File: src/flsm_pkg.sv
// constants shared by the four-line serial multiplexer
package flsm_pkg;
  // ************************************************************
  // line count and register offsets (byte addresses)
  // ************************************************************
  localparam int         NL       = 4;
  localparam logic [2:0] REG_CSR  = 3'h0; // control and status
  localparam logic [2:0] REG_RX_BUFFER_REGISTER = 3'h2; // read rx buffer, write line params
  localparam logic [2:0] REG_TCR  = 3'h4; // line enables and dtr
  localparam logic [2:0] REG_MSR  = 3'h6; // read modem status, write tx data/break
  // ************************************************************
  // control and status bit positions
  // ************************************************************
  localparam int CSR_MAINT = 3;
  localparam int CSR_CLR   = 4;
  localparam int CSR_MSE   = 5;
  localparam int CSR_RIE   = 6;
  localparam int CSR_RDONE = 7;
  localparam int CSR_TX_LINE_NUMBER_FIELD = 8;
  localparam int CSR_SAE   = 12;
  localparam int CSR_SA    = 13;
  localparam int CSR_TIE   = 14;
  localparam int CSR_TX_READY_FLAG  = 15;
  // ************************************************************
  // line parameter fields and rx buffer fields
  // ************************************************************
  localparam int LPR_LINE = 0;
  localparam int LPR_LEN  = 3;
  localparam int LPR_STOP = 5;
  localparam int LPR_PAR  = 6;
  localparam int LPR_ODD  = 7;
  localparam int LPR_SPD  = 8;
  localparam int LPR_RXON = 12;
  localparam int RB_VALID = 15;
  localparam int HI_NIB   = 8; // upper-byte nibble of tcr, msr, tdr
  // ************************************************************
  // reset values and counts
  // ************************************************************
  localparam logic [3:0]  NIB_RST    = 4'h0;
  localparam logic [15:0] RD_IDLE    = 16'h0000;
  localparam logic [4:0]  SILO_ALARM = 5'h10; // characters per alarm
  localparam logic [3:0]  LEN_BASE   = 4'h5;  // shortest character
endpackage : flsm_pkg

File: src/flsm_top.sv
// four-line serial multiplexer: registers, tx scanner, lines, rx silo
//
// Design decisions made here: the strobed register port and the register addresses.
`timescale 1ns/1ps
`default_nettype none
// How it works
// - several ready lines: line 3 first
// - tx holding buffer plus shifter per line
// - idle tx output rests at mark
// - break bit holds its line at zero
// - break keeps normal load and ready timing
// - dtr bits readable, drive dtr outputs
// - dtr cleared by init, not software clear
// - tcr byte or word access
// - no modem interlock with rx or tx
// - carrier and ring bits read-only, live
// - carrier high byte, ring low byte
// - modem changes raise no interrupt
// - chosen line shown in two-bit field
// - tx request on enabled empty line
// - rx characters pass through shared silo
// - rx request at 1 or 16 chars
// - per-line baud, stop, parity, length
// - maintenance mode loops tx to rx
// - break acts per line independently
// - scanner loads field, sets ready, clears
// - rx request beats tx request
// - alarm after 16 pushes, rx read clears
module flsm_top #(
  parameter int SILO_DEPTH = 64, // silo entries
  parameter int BAUD_UNIT  = 16  // clocks per bit per speed step
) (
  input  wire logic        clk,        // 100 MHz clock
  input  wire logic        resetn,     // bus initialize, sync low
  input  wire logic [2:0]  reg_addr,   // register byte address
  input  wire logic [15:0] reg_wdata,  // write data
  input  wire logic [1:0]  reg_be,     // byte enables
  input  wire logic        reg_wr,     // write strobe
  input  wire logic        reg_rd,     // read strobe
  output logic      [15:0] reg_rdata,  // read data, cycle after strobe
  input  wire logic [3:0]  rx_line_in, // serial inputs
  input  wire logic [3:0]  carrier_in, // carrier detect inputs
  input  wire logic [3:0]  ring_in,    // ring indicator inputs
  output logic      [3:0]  tx_line_out,// serial outputs
  output logic      [3:0]  dtr_out,    // data terminal ready
  output logic             irq,        // any enabled request
  output logic             irq_rx_sel  // request is the receiver one
);
  import flsm_pkg::*;
  localparam int PW = $clog2(SILO_DEPTH);

  // ************************************************************
  // helpers
  // ************************************************************
  function automatic logic [15:0] per_f(input logic [3:0] spd);
    per_f = 16'(({12'h0, spd} + 16'h1) * 16'(BAUD_UNIT));
  endfunction
  function automatic logic [7:0] msk_f(input logic [1:0] len);
    msk_f = 8'hff >> (2'h3 - len);
  endfunction

  // ************************************************************
  // declarations
  // ************************************************************
  logic             mse_r, rie_r, sae_r, tie_r, maint_r, clr_r;
  logic             mse_nxt, rie_nxt, sae_nxt, tie_nxt, maint_nxt, clr_nxt;
  logic             tx_ready_flag_r, tx_ready_flag_nxt;
  logic [1:0]       tx_line_number_field_r, tx_line_number_field_nxt;
  logic [3:0]       len_en_r, len_en_nxt, dtr_r, dtr_nxt, brk_r, brk_nxt;
  logic [3:0]       tfull_r, tfull_nxt, stop_r, stop_nxt, par_r, par_nxt;
  logic [3:0]       odd_r, odd_nxt, rxon_r, rxon_nxt;
  logic [1:0]       len_r [NL];
  logic [1:0]       len_nxt [NL];
  logic [3:0]       spd_r [NL];
  logic [3:0]       spd_nxt [NL];
  logic [7:0]       tx_char_buffer_r [NL];
  logic [7:0]       tx_char_buffer_nxt [NL];
  logic [15:0]      rdata_nxt;
  logic             irq_nxt, irq_rx_nxt, rx_req, tx_req;
  logic [3:0]       take_w, tout_w, rdone_w, ack_w;
  logic [3:0][11:0] rent_w;
  logic [11:0]      s1_r, s2_r, s3_r, filt_r, filt_nxt;
  logic [11:0]      mem [SILO_DEPTH];
  logic [PW-1:0]    wp_r, wp_nxt, rp_r, rp_nxt;
  logic [PW:0]      cnt_r, cnt_nxt;
  logic [4:0]       sac_r, sac_nxt;
  logic             sa_r, sa_nxt, push, rx_buffer_register_rd;
  logic [1:0]       sel;
  logic             wr_csr, wr_lpr, wr_tcr, wr_tdr;
  logic [1:0]       lsel;

  // ************************************************************
  // register writes, scanner and read mux
  // ************************************************************
  assign rx_buffer_register_rd = reg_rd && reg_addr == REG_RX_BUFFER_REGISTER;
  always_comb begin
    wr_csr = reg_wr && reg_addr == REG_CSR;
    wr_lpr = reg_wr && reg_addr == REG_RX_BUFFER_REGISTER;
    wr_tcr = reg_wr && reg_addr == REG_TCR;
    wr_tdr = reg_wr && reg_addr == REG_MSR;
    lsel = reg_wdata[LPR_LINE +: 2];
    mse_nxt = mse_r; rie_nxt = rie_r; sae_nxt = sae_r; tie_nxt = tie_r;
    maint_nxt = maint_r; clr_nxt = 1'b0;
    tx_ready_flag_nxt = tx_ready_flag_r; tx_line_number_field_nxt = tx_line_number_field_r;
    len_en_nxt = len_en_r; dtr_nxt = dtr_r; brk_nxt = brk_r;
    stop_nxt = stop_r; par_nxt = par_r; odd_nxt = odd_r; rxon_nxt = rxon_r;
    len_nxt = len_r; spd_nxt = spd_r; tx_char_buffer_nxt = tx_char_buffer_r;
    tfull_nxt = tfull_r & ~take_w; // shifter took the buffer
    if (clr_r) begin // dtr kept
      mse_nxt = 1'b0; rie_nxt = 1'b0; sae_nxt = 1'b0; tie_nxt = 1'b0;
      maint_nxt = 1'b0; tx_ready_flag_nxt = 1'b0; tx_line_number_field_nxt = 2'h0;
      len_en_nxt = NIB_RST; brk_nxt = NIB_RST; tfull_nxt = NIB_RST;
      rxon_nxt = NIB_RST;
    end else begin
      if (wr_csr && reg_be[0]) begin
        maint_nxt = reg_wdata[CSR_MAINT];
        clr_nxt = reg_wdata[CSR_CLR];
        mse_nxt = reg_wdata[CSR_MSE];
        rie_nxt = reg_wdata[CSR_RIE];
      end
      if (wr_csr && reg_be[1]) begin
        sae_nxt = reg_wdata[CSR_SAE];
        tie_nxt = reg_wdata[CSR_TIE];
      end
      // line parameters for the addressed line
      if (wr_lpr && reg_be[0]) begin
        len_nxt[lsel] = reg_wdata[LPR_LEN +: 2];
        stop_nxt[lsel] = reg_wdata[LPR_STOP];
        par_nxt[lsel] = reg_wdata[LPR_PAR];
        odd_nxt[lsel] = reg_wdata[LPR_ODD];
      end
      if (wr_lpr && reg_be[1]) begin
        spd_nxt[lsel] = reg_wdata[LPR_SPD +: 4];
        rxon_nxt[lsel] = reg_wdata[LPR_RXON];
      end
      // each byte lane on its own
      if (wr_tcr && reg_be[0]) len_en_nxt = reg_wdata[3:0];
      if (wr_tcr && reg_be[1]) dtr_nxt = reg_wdata[HI_NIB +: 4];
      // data goes to the line the field names
      if (wr_tdr && reg_be[0] && tx_ready_flag_r) begin
        tx_char_buffer_nxt[tx_line_number_field_r] = reg_wdata[7:0];
        tfull_nxt[tx_line_number_field_r] = 1'b1;
        tx_ready_flag_nxt = 1'b0;
      end
      if (wr_tdr && reg_be[1]) brk_nxt = reg_wdata[HI_NIB +: 4];
      if (tx_ready_flag_r && !len_en_nxt[tx_line_number_field_r]) tx_ready_flag_nxt = 1'b0;
      // scan: last hit is highest line
      if (!tx_ready_flag_r && mse_r) begin
        for (int i = 0; i < NL; i++) begin
          if (len_en_r[i] && !tfull_nxt[i]) begin
            tx_ready_flag_nxt = 1'b1;
            tx_line_number_field_nxt = 2'(i);
          end
        end
      end
    end
    // read mux, data valid only the cycle after the strobe
    rdata_nxt = RD_IDLE;
    if (reg_rd) begin
      if (reg_addr == REG_CSR) begin
        rdata_nxt[CSR_TX_READY_FLAG] = tx_ready_flag_r;
        rdata_nxt[CSR_TIE] = tie_r;
        rdata_nxt[CSR_SA] = sa_r;
        rdata_nxt[CSR_SAE] = sae_r;
        rdata_nxt[CSR_TX_LINE_NUMBER_FIELD +: 2] = tx_line_number_field_r;
        rdata_nxt[CSR_RDONE] = cnt_r != '0;
        rdata_nxt[CSR_RIE] = rie_r;
        rdata_nxt[CSR_MSE] = mse_r;
        rdata_nxt[CSR_CLR] = clr_r;
        rdata_nxt[CSR_MAINT] = maint_r;
      end else if (reg_addr == REG_RX_BUFFER_REGISTER) begin
        if (cnt_r != '0) begin
          rdata_nxt[RB_VALID] = 1'b1;
          rdata_nxt[13:0] = {mem[rp_r][11:10], 2'h0, mem[rp_r][9:0]};
        end
      end else if (reg_addr == REG_TCR) begin
        rdata_nxt[HI_NIB +: 4] = dtr_r;
        rdata_nxt[3:0] = len_en_r;
      end else if (reg_addr == REG_MSR) begin
        // live, read-only, no change detect
        rdata_nxt[HI_NIB +: 4] = filt_r[7:4];
        rdata_nxt[3:0] = filt_r[11:8];
      end
    end
    // receiver alarm or done, then transmitter
    rx_req = rie_r && (sae_r ? sa_r : cnt_r != '0);
    tx_req = tie_r && tx_ready_flag_r;
    irq_nxt = rx_req || tx_req;
    irq_rx_nxt = rx_req;
  end

  // control registers; dtr only by bus initialize
  always_ff @(posedge clk) begin
    if (!resetn) begin
      mse_r <= 1'b0; rie_r <= 1'b0; sae_r <= 1'b0; tie_r <= 1'b0;
      maint_r <= 1'b0; clr_r <= 1'b0; tx_ready_flag_r <= 1'b0; tx_line_number_field_r <= 2'h0;
      len_en_r <= NIB_RST; dtr_r <= NIB_RST; brk_r <= NIB_RST;
      tfull_r <= NIB_RST; stop_r <= NIB_RST; par_r <= NIB_RST;
      odd_r <= NIB_RST; rxon_r <= NIB_RST;
      for (int i = 0; i < NL; i++) begin
        len_r[i] <= 2'h0; spd_r[i] <= 4'h0; tx_char_buffer_r[i] <= 8'h00;
      end
      reg_rdata <= RD_IDLE; dtr_out <= NIB_RST;
      irq <= 1'b0; irq_rx_sel <= 1'b0;
    end else begin
      mse_r <= mse_nxt; rie_r <= rie_nxt; sae_r <= sae_nxt;
      tie_r <= tie_nxt; maint_r <= maint_nxt; clr_r <= clr_nxt;
      tx_ready_flag_r <= tx_ready_flag_nxt; tx_line_number_field_r <= tx_line_number_field_nxt;
      len_en_r <= len_en_nxt; dtr_r <= dtr_nxt; brk_r <= brk_nxt;
      tfull_r <= tfull_nxt; stop_r <= stop_nxt; par_r <= par_nxt;
      odd_r <= odd_nxt; rxon_r <= rxon_nxt;
      len_r <= len_nxt; spd_r <= spd_nxt; tx_char_buffer_r <= tx_char_buffer_nxt;
      reg_rdata <= rdata_nxt;
      dtr_out <= dtr_nxt;
      irq <= irq_nxt; irq_rx_sel <= irq_rx_nxt;
    end
  end

  // ************************************************************
  // input synchronisers: rx, carrier, ring
  // ************************************************************
  always_comb begin
    filt_nxt = filt_r;
    for (int k = 0; k < 12; k++) begin
      if (s2_r[k] == s3_r[k]) filt_nxt[k] = s2_r[k];
    end
  end
  always_ff @(posedge clk) begin
    if (!resetn) begin
      s1_r <= 12'hfff; s2_r <= 12'hfff; s3_r <= 12'hfff; filt_r <= 12'hfff;
    end else begin
      s1_r <= {ring_in, carrier_in, rx_line_in};
      s2_r <= s1_r; s3_r <= s2_r; filt_r <= filt_nxt;
    end
  end

  // ************************************************************
  // per-line transmitter and receiver
  // ************************************************************
  for (genvar i = 0; i < NL; i++) begin : g_ln
    logic [11:0] tsh_r, tsh_nxt;
    logic [3:0]  tbit_r, tbit_nxt, rbit_r, rbit_nxt, n;
    logic [15:0] tcnt_r, tcnt_nxt, rcnt_r, rcnt_nxt, per;
    logic        tbusy_r, tbusy_nxt, tout_r, tout_nxt, take, rin;
    logic [7:0]  rsh_r, rsh_nxt, d;
    logic        rbusy_r, rbusy_nxt, rdone_r, rdone_nxt, rpe_r, rpe_nxt;
    logic [11:0] rent_r, rent_nxt;
    assign take_w[i] = take;
    assign tout_w[i] = tout_r;
    assign rdone_w[i] = rdone_r;
    assign rent_w[i] = rent_r;

    // shifter: start, data, parity, stops
    always_comb begin
      n = 4'({2'h0, len_r[i]}) + LEN_BASE;
      per = per_f(spd_r[i]);
      d = tx_char_buffer_r[i] & msk_f(len_r[i]);
      tsh_nxt = tsh_r; tbit_nxt = tbit_r; tcnt_nxt = tcnt_r;
      tbusy_nxt = tbusy_r; take = 1'b0;
      if (clr_r) begin
        tbusy_nxt = 1'b0;
      end else if (!tbusy_r) begin
        if (tfull_r[i]) begin // buffer frees while shifting
          take = 1'b1;
          tbusy_nxt = 1'b1;
          tcnt_nxt = per;
          tsh_nxt = {3'h7, d, 1'b0};
          if (par_r[i]) tsh_nxt[n + 4'h1] = ^d ^ odd_r[i];
          tbit_nxt = n + 4'h2 + {3'h0, par_r[i]} + {3'h0, stop_r[i]};
        end
      end else if (tcnt_r == 16'h1) begin
        tcnt_nxt = per;
        tsh_nxt = {1'b1, tsh_r[11:1]};
        tbit_nxt = tbit_r - 4'h1;
        if (tbit_r == 4'h1) tbusy_nxt = 1'b0;
      end else begin
        tcnt_nxt = tcnt_r - 16'h1;
      end
      // break only gates the pin
      tout_nxt = !brk_nxt[i] && (!tbusy_nxt || tsh_nxt[0]);
    end

    // receiver samples mid-bit; loopback in maintenance
    always_comb begin
      rin = maint_r ? tout_r : filt_r[i];
      rsh_nxt = rsh_r; rbit_nxt = rbit_r; rcnt_nxt = rcnt_r;
      rbusy_nxt = rbusy_r; rpe_nxt = rpe_r; rent_nxt = rent_r;
      rdone_nxt = rdone_r && !ack_w[i];
      if (clr_r) begin
        rbusy_nxt = 1'b0;
        rdone_nxt = 1'b0;
      end else if (!rbusy_r) begin
        if (rxon_r[i] && !rin) begin
          rbusy_nxt = 1'b1; rbit_nxt = 4'h0; rsh_nxt = 8'h00; rpe_nxt = 1'b0;
          rcnt_nxt = {1'b0, per[15:1]};
        end
      end else if (rcnt_r == 16'h1) begin
        rcnt_nxt = per;
        if (rbit_r == 4'h0) begin
          if (rin) rbusy_nxt = 1'b0; // false start
          else rbit_nxt = 4'h1;
        end else if (rbit_r <= n) begin
          rsh_nxt[3'(rbit_r - 4'h1)] = rin;
          rbit_nxt = rbit_r + 4'h1;
        end else if (par_r[i] && rbit_r == n + 4'h1) begin
          rpe_nxt = rin != (^rsh_r ^ odd_r[i]);
          rbit_nxt = rbit_r + 4'h1;
        end else begin
          rbusy_nxt = 1'b0;
          rdone_nxt = 1'b1;
          rent_nxt = {!rin, rpe_r, 2'(i), rsh_r}; // framing, parity, line, data
        end
      end else begin
        rcnt_nxt = rcnt_r - 16'h1;
      end
    end

    always_ff @(posedge clk) begin
      if (!resetn) begin
        tsh_r <= 12'hfff; tbit_r <= 4'h0; tcnt_r <= 16'h0;
        tbusy_r <= 1'b0; tout_r <= 1'b1;
        rsh_r <= 8'h00; rbit_r <= 4'h0; rcnt_r <= 16'h0; rbusy_r <= 1'b0;
        rdone_r <= 1'b0; rpe_r <= 1'b0; rent_r <= 12'h000;
        tx_line_out[i] <= 1'b1;
      end else begin
        tsh_r <= tsh_nxt; tbit_r <= tbit_nxt; tcnt_r <= tcnt_nxt;
        tbusy_r <= tbusy_nxt; tout_r <= tout_nxt;
        rsh_r <= rsh_nxt; rbit_r <= rbit_nxt; rcnt_r <= rcnt_nxt;
        rbusy_r <= rbusy_nxt; rdone_r <= rdone_nxt; rpe_r <= rpe_nxt;
        rent_r <= rent_nxt;
        tx_line_out[i] <= tout_nxt;
      end
    end
  end

  // ************************************************************
  // shared receive silo and alarm counter
  // ************************************************************
  always_comb begin
    sel = 2'h0;
    for (int i = 0; i < NL; i++) begin
      if (rdone_w[i]) sel = 2'(i);
    end
    push = (|rdone_w) && cnt_r != (PW+1)'(SILO_DEPTH) && !clr_r;
    ack_w = push ? (4'h1 << sel) : 4'h0;
    wp_nxt = push ? wp_r + 1'b1 : wp_r;
    rp_nxt = rp_r;
    cnt_nxt = cnt_r + (PW+1)'(push);
    if (rx_buffer_register_rd && cnt_r != '0) begin
      rp_nxt = rp_r + 1'b1;
      cnt_nxt = cnt_nxt - 1'b1;
    end
    // rx read clears, a push in that cycle still counts
    sac_nxt = (rx_buffer_register_rd ? 5'h0 : sac_r);
    if (push && sac_nxt != SILO_ALARM) sac_nxt = sac_nxt + 5'h1;
    sa_nxt = (sa_r && !rx_buffer_register_rd) || sac_nxt == SILO_ALARM;
    if (clr_r) begin
      wp_nxt = '0; rp_nxt = '0; cnt_nxt = '0; sac_nxt = 5'h0; sa_nxt = 1'b0;
    end
  end
  always_ff @(posedge clk) begin
    if (!resetn) begin
      wp_r <= '0; rp_r <= '0; cnt_r <= '0; sac_r <= 5'h0; sa_r <= 1'b0;
    end else begin
      wp_r <= wp_nxt; rp_r <= rp_nxt; cnt_r <= cnt_nxt;
      sac_r <= sac_nxt; sa_r <= sa_nxt;
    end
  end
  // silo storage, no reset needed
  always_ff @(posedge clk) begin
    if (push) mem[wp_r] <= rent_w[sel];
  end
endmodule : flsm_top
`default_nettype wire

File: config.mk
export PLATFORM = sky130hd
export DESIGN_NAME = flsm_top
export DESIGN_NICKNAME = d
export VERILOG_FILES = /design/src/flsm_pkg.sv /design/src/flsm_top.sv
export SDC_FILE = /design/constraint.sdc
export NUM_CORES = 2
export LEC_CHECK = 0
export BUFFER_PORTS_ARGS = -buffer_cell sky130_fd_sc_hd__buf_2
export CORE_MARGIN = 2
export CORE_UTILIZATION = 59
export DETAILED_ROUTE_END_ITERATION = 16
export PLACE_DENSITY_LB_ADDON = 0.25
export RECOVER_POWER = 25
export SYNTH_ARGS = -nofsm -noshare
export SYNTH_HDL_FRONTEND = slang
export SYNTH_SLANG_ARGS = --single-unit
File: constraint.sdc
create_clock -name clk -period 11.82 [get_ports clk]
set_input_delay 1.773 -clock clk [delete_from_list [all_inputs] [get_ports clk]]
set_output_delay 1.773 -clock clk [all_outputs]
set_load 0.05 [all_outputs]
==> results.json <==
{
  "hold_path.class": "reg2reg",
  "cp_slowest_cell": "clkinvlp_2",
  "grt_max_degree": 105,
  "first_iter_violations": 3821,
  "critical_path_arrival_ns": 7.71,
  "grt_pass1_vias": 34253,
  "die_area_um2": 94120,
  "pwr-share-seq": 0.521,
  "drive_above_1_share": 0.1379,
  "design_area_um2": 60300,
  "cp_common_cell": "a21oi_1",
  "cts.sink_count": 1265,
  "final_nets": 4461,
  "cts_tree": "done",
  "core_area_um2": 91250,
  "grt_overflow_total": 0,
  "rsz0062_at_grt": "false",
  "postRouteAntennaNets": 0,
  "power_density_nw_per_um2": 147.5,
  "clockRootBuffer": "clkbuf_16",
  "synth_cell_type_count": 87,
  "synth-edff-count": 768,
  "rows": 111,
  "synth-seq-area-share": 0.6103,
  "ctsHoldBuffers": 0,
  "post_cts_buffers": 0,
  "antenna_found_initial": 4,
  "final-setup-viol-count": 0,
  "cts_buffers": 132,
  "cp-start-kind": "input port",
  "min_to": "s2_r[8]",
  "r2r_slack_ns": 7.36,
  "final_max_slew_viol_count": 779,
  "min-delay-start": "s1_r[8]",
  "leakage_uw": 0.02236,
  "h-tree-depth": 4,
  "switchingPower_uw": 1792,
  "violations": "capacitance limit, slew limit",
  "ys_async_sr_fraction": 0,
  "vias_per_cell": 6.303,
  "switching_share": 0.2015,
  "p_int_uw": 7102,
  "dpl-instance-area_um2": 55990,
  "place_ws_ns": 6.907,
  "crit_required_ns": 12.46,
  "max_stage_delay_ns": 2.39,
  "status": "finished, violations left",
  "synth-seq-cells": 1265,
  "critical_path.max_fanout": 51,
  "comb_power_share": 0.010,
  "clk_pin_slew_ns": 0.06,
  "clkPwrFrac": 0.469,
  "postLayoutCoreUtil": 0.6609,
  "path_class": "in2reg",
  "path_cells": "clkbuf_1 -> clkinvlp_2 -> buf_4 -> a21oi_1 -> o21ai_0 -> a21oi_1",
  "die_h_um": 306.8,
  "yosys_warnings": 0,
  "avgSynthCellArea_um2": 12.72,
  "drv_cap": 13,
  "worst_slew_pin_slew_ns": 3.327,
  "vdd_drop_max_mv": 0.1999,
  "initial_core_util": 0.5928,
  "io_pins": 63,
  "grt_pass1_wl_um": 207300,
  "drc": 0,
  "synthesis.nets": 4386,
  "rr_startpoint": "g_ln[1].rdone_r",
  "netlist_area_um2": 54090,
  "drt_wl_total_um": 136000,
  "vias": 35403,
  "port-buffer-count": 60,
  "fmax_ghz": 0.1415,
  "dp_hpwl_um": 83440,
  "setup-tns-final_ns": 0,
  "fin_crit_sh": 0.5981,
  "die_w_um": 306.8,
  "track_usage": 0.2893,
  "dr.pass1.iters": 6,
  "gp_congestion": 0.8884,
  "fin_skew_ns": 0.03727,
  "end_kind": "register",
  "worst_slack_ns": 4.751,
  "cts-resized-gates": 0,
  "ys.flop_type": "edfxtp_1",
  "r2r-end": "mem[30][4]",
  "worstSkewPairLatency_ns": 0.74,
  "area_growth_pct": 11.48,
  "wl_per_cell_um": 24.21,
  "whs_path_depth": 1,
  "finalHoldViolations": 0,
  "slew_headroom": -1.218,
  "power.total_uw": 8893,
  "synth_cells": 4254,
  "min_period_ns": 7.069,
  "clockBufferDepth": 3,
  "ff2ff_path_depth": 5
}
-- flip-flops by register name, summed over array words and instances (netlist names), 7 cells and up, named ones only --
signal and cells:
mem 768, g_ln.rcnt_r 64, g_ln.tcnt_r 64, g_ln.tsh_r 48
g_ln.rent_r 43, g_ln.rsh_r 32, tx_char_buffer_r 32, g_ln.rbit_r 16
g_ln.tbit_r 16, reg_rdata 16, spd_r 16, filt_r 12
s1_r 12, s2_r 12, s3_r 12, len_r 8
cnt_r 7
-- worst max-delay path, delay by kind of cell --
kind            cells  cell delay, ns
compound gates      3            1.20
buf+inv             3            4.64
-- cells by family after synthesis --
group,share of synthesized area
buffers and inverters,0.02221
AO/OA/AOI/OAI,0.07915
adder cells (fa/ha/maj),0.02253
AND/OR/NAND/NOR,0.1148
XOR/XNOR,0.03340
multiplexers,0.1177
flip-flops,0.6103
-- how the worst max path moves through the flow --
stage / startpoint / endpoint / slack (ns) / cells past startpoint
floorplan: g_ln[1].rdone_r / mem[0][10] / 7.40 / 6
global placement: reg_addr[1] / reg_rdata[13] / 6.97 / 7
detailed placement: reg_addr[1] / reg_rdata[13] / 6.91 / 7
CTS: reg_addr[1] / reg_rdata[13] / 7.59 / 7
global route: resetn / g_ln[0].rbit_r[2] / 4.30 / 6
finish: resetn / g_ln[0].rbit_r[2] / 4.75 / 6
-- synthesized netlist by cell type, drive strengths merged, types with 5 or more instances --
master | instances | area share
dfxtp | 497 | 0.18
a32oi | 5 | 0.00081
nor4 | 48 | 0.0059
a21oi | 161 | 0.015
nand2b | 84 | 0.0099
mux2i | 196 | 0.036
and2 | 13 | 0.0015
o22ai | 55 | 0.0064
o311ai | 13 | 0.0021
nand4 | 33 | 0.0038
clkbuf | 166 | 0.012
a2bb2oi | 8 | 0.0013
a22oi | 43 | 0.0060
o31ai | 19 | 0.0026
a31oi | 27 | 0.0031
o21a | 12 | 0.0017
nand2 | 292 | 0.020
nor2b | 32 | 0.0037
o22a | 5 | 0.00081
and3 | 19 | 0.0022
a221oi | 20 | 0.0032
inv | 76 | 0.0053
o21ai | 235 | 0.022
nor4b | 13 | 0.0025
or3b | 9 | 0.0015
o31a | 6 | 0.00097
or3 | 27 | 0.0031
or4 | 20 | 0.0030
o211ai | 39 | 0.0054
nor2 | 473 | 0.033
nand3 | 111 | 0.010
nor3b | 10 | 0.0014
buf | 64 | 0.0053
edfxtp | 768 | 0.43
nand3b | 17 | 0.0024
nor3 | 67 | 0.0063
mux4 | 194 | 0.081
xor2 | 49 | 0.0079
xnor2 | 147 | 0.024
ha | 91 | 0.021
or2 | 12 | 0.0014
a211oi | 10 | 0.0014
nand4b | 7 | 0.0011
-- stage by stage --
step,cells,hold WS (ns)
4_1_cts,5616,0.4089
3_3_place_gp,5381,0.3910
5_1_grt,5616,0.4145
3_5_place_dp,5381,0.3940
6_report,5617,0.4040
2_1_floorplan,4254,0.3863
-- area by class of cell --
cell class                 count  area (µm²)
sequential                  1265       33020
fill                        6500       30940
tap                         1186        1484
clock inverter                55       644.4
multi-input combinational   2682       20030
timing repair buffer         171        1116
clock buffer                 180        3717
antenna                        1       2.502
inverter                      77       290.3
-- per-layer routing --
| layer | vias up | wire length [µm] | track usage |
|---|---|---|---|
| li1 | 16057 | - | - |
| met1 | 17551 | 54510 | 0.3957 |
| met2 | 1529 | 64590 | 0.4605 |
| met3 | 262 | 12420 | 0.06161 |
| met4 | 4 | 4443 | 0.1042 |
| met5 | - | 27 | 0 |
-- cells in the final DEF, fill, tap and decap left out, drive strengths merged, types with 20 or more instances in the layout --
cell	count
edfxtp	768
dfxtp	497
nor2	473
nand2	292
o21ai	235
mux2i	196
mux4	194
clkbuf	192
a21oi	161
buf	159
xnor2	147
nand3	111
ha	91
nand2b	84
inv	78
nor3	67
o22ai	55
xor2	49
nor4	48
a22oi	43
o211ai	39
clkinv	36
nand4	33
nor2b	32
a31oi	27
or3	27
a221oi	20
or4	20
-- power by group through the flow --
stage               Combinational [µW]  Sequential [µW]  Clock (µW)
finish                            89.9             4640        4170
global route                      94.8             4630        4390
CTS                               88.7             4630        4220
floorplan                         47.6             4730           0
global placement                  87.8             4730           0
detailed placement                88.4             4730           0
(Power assumes the default switching activity.)
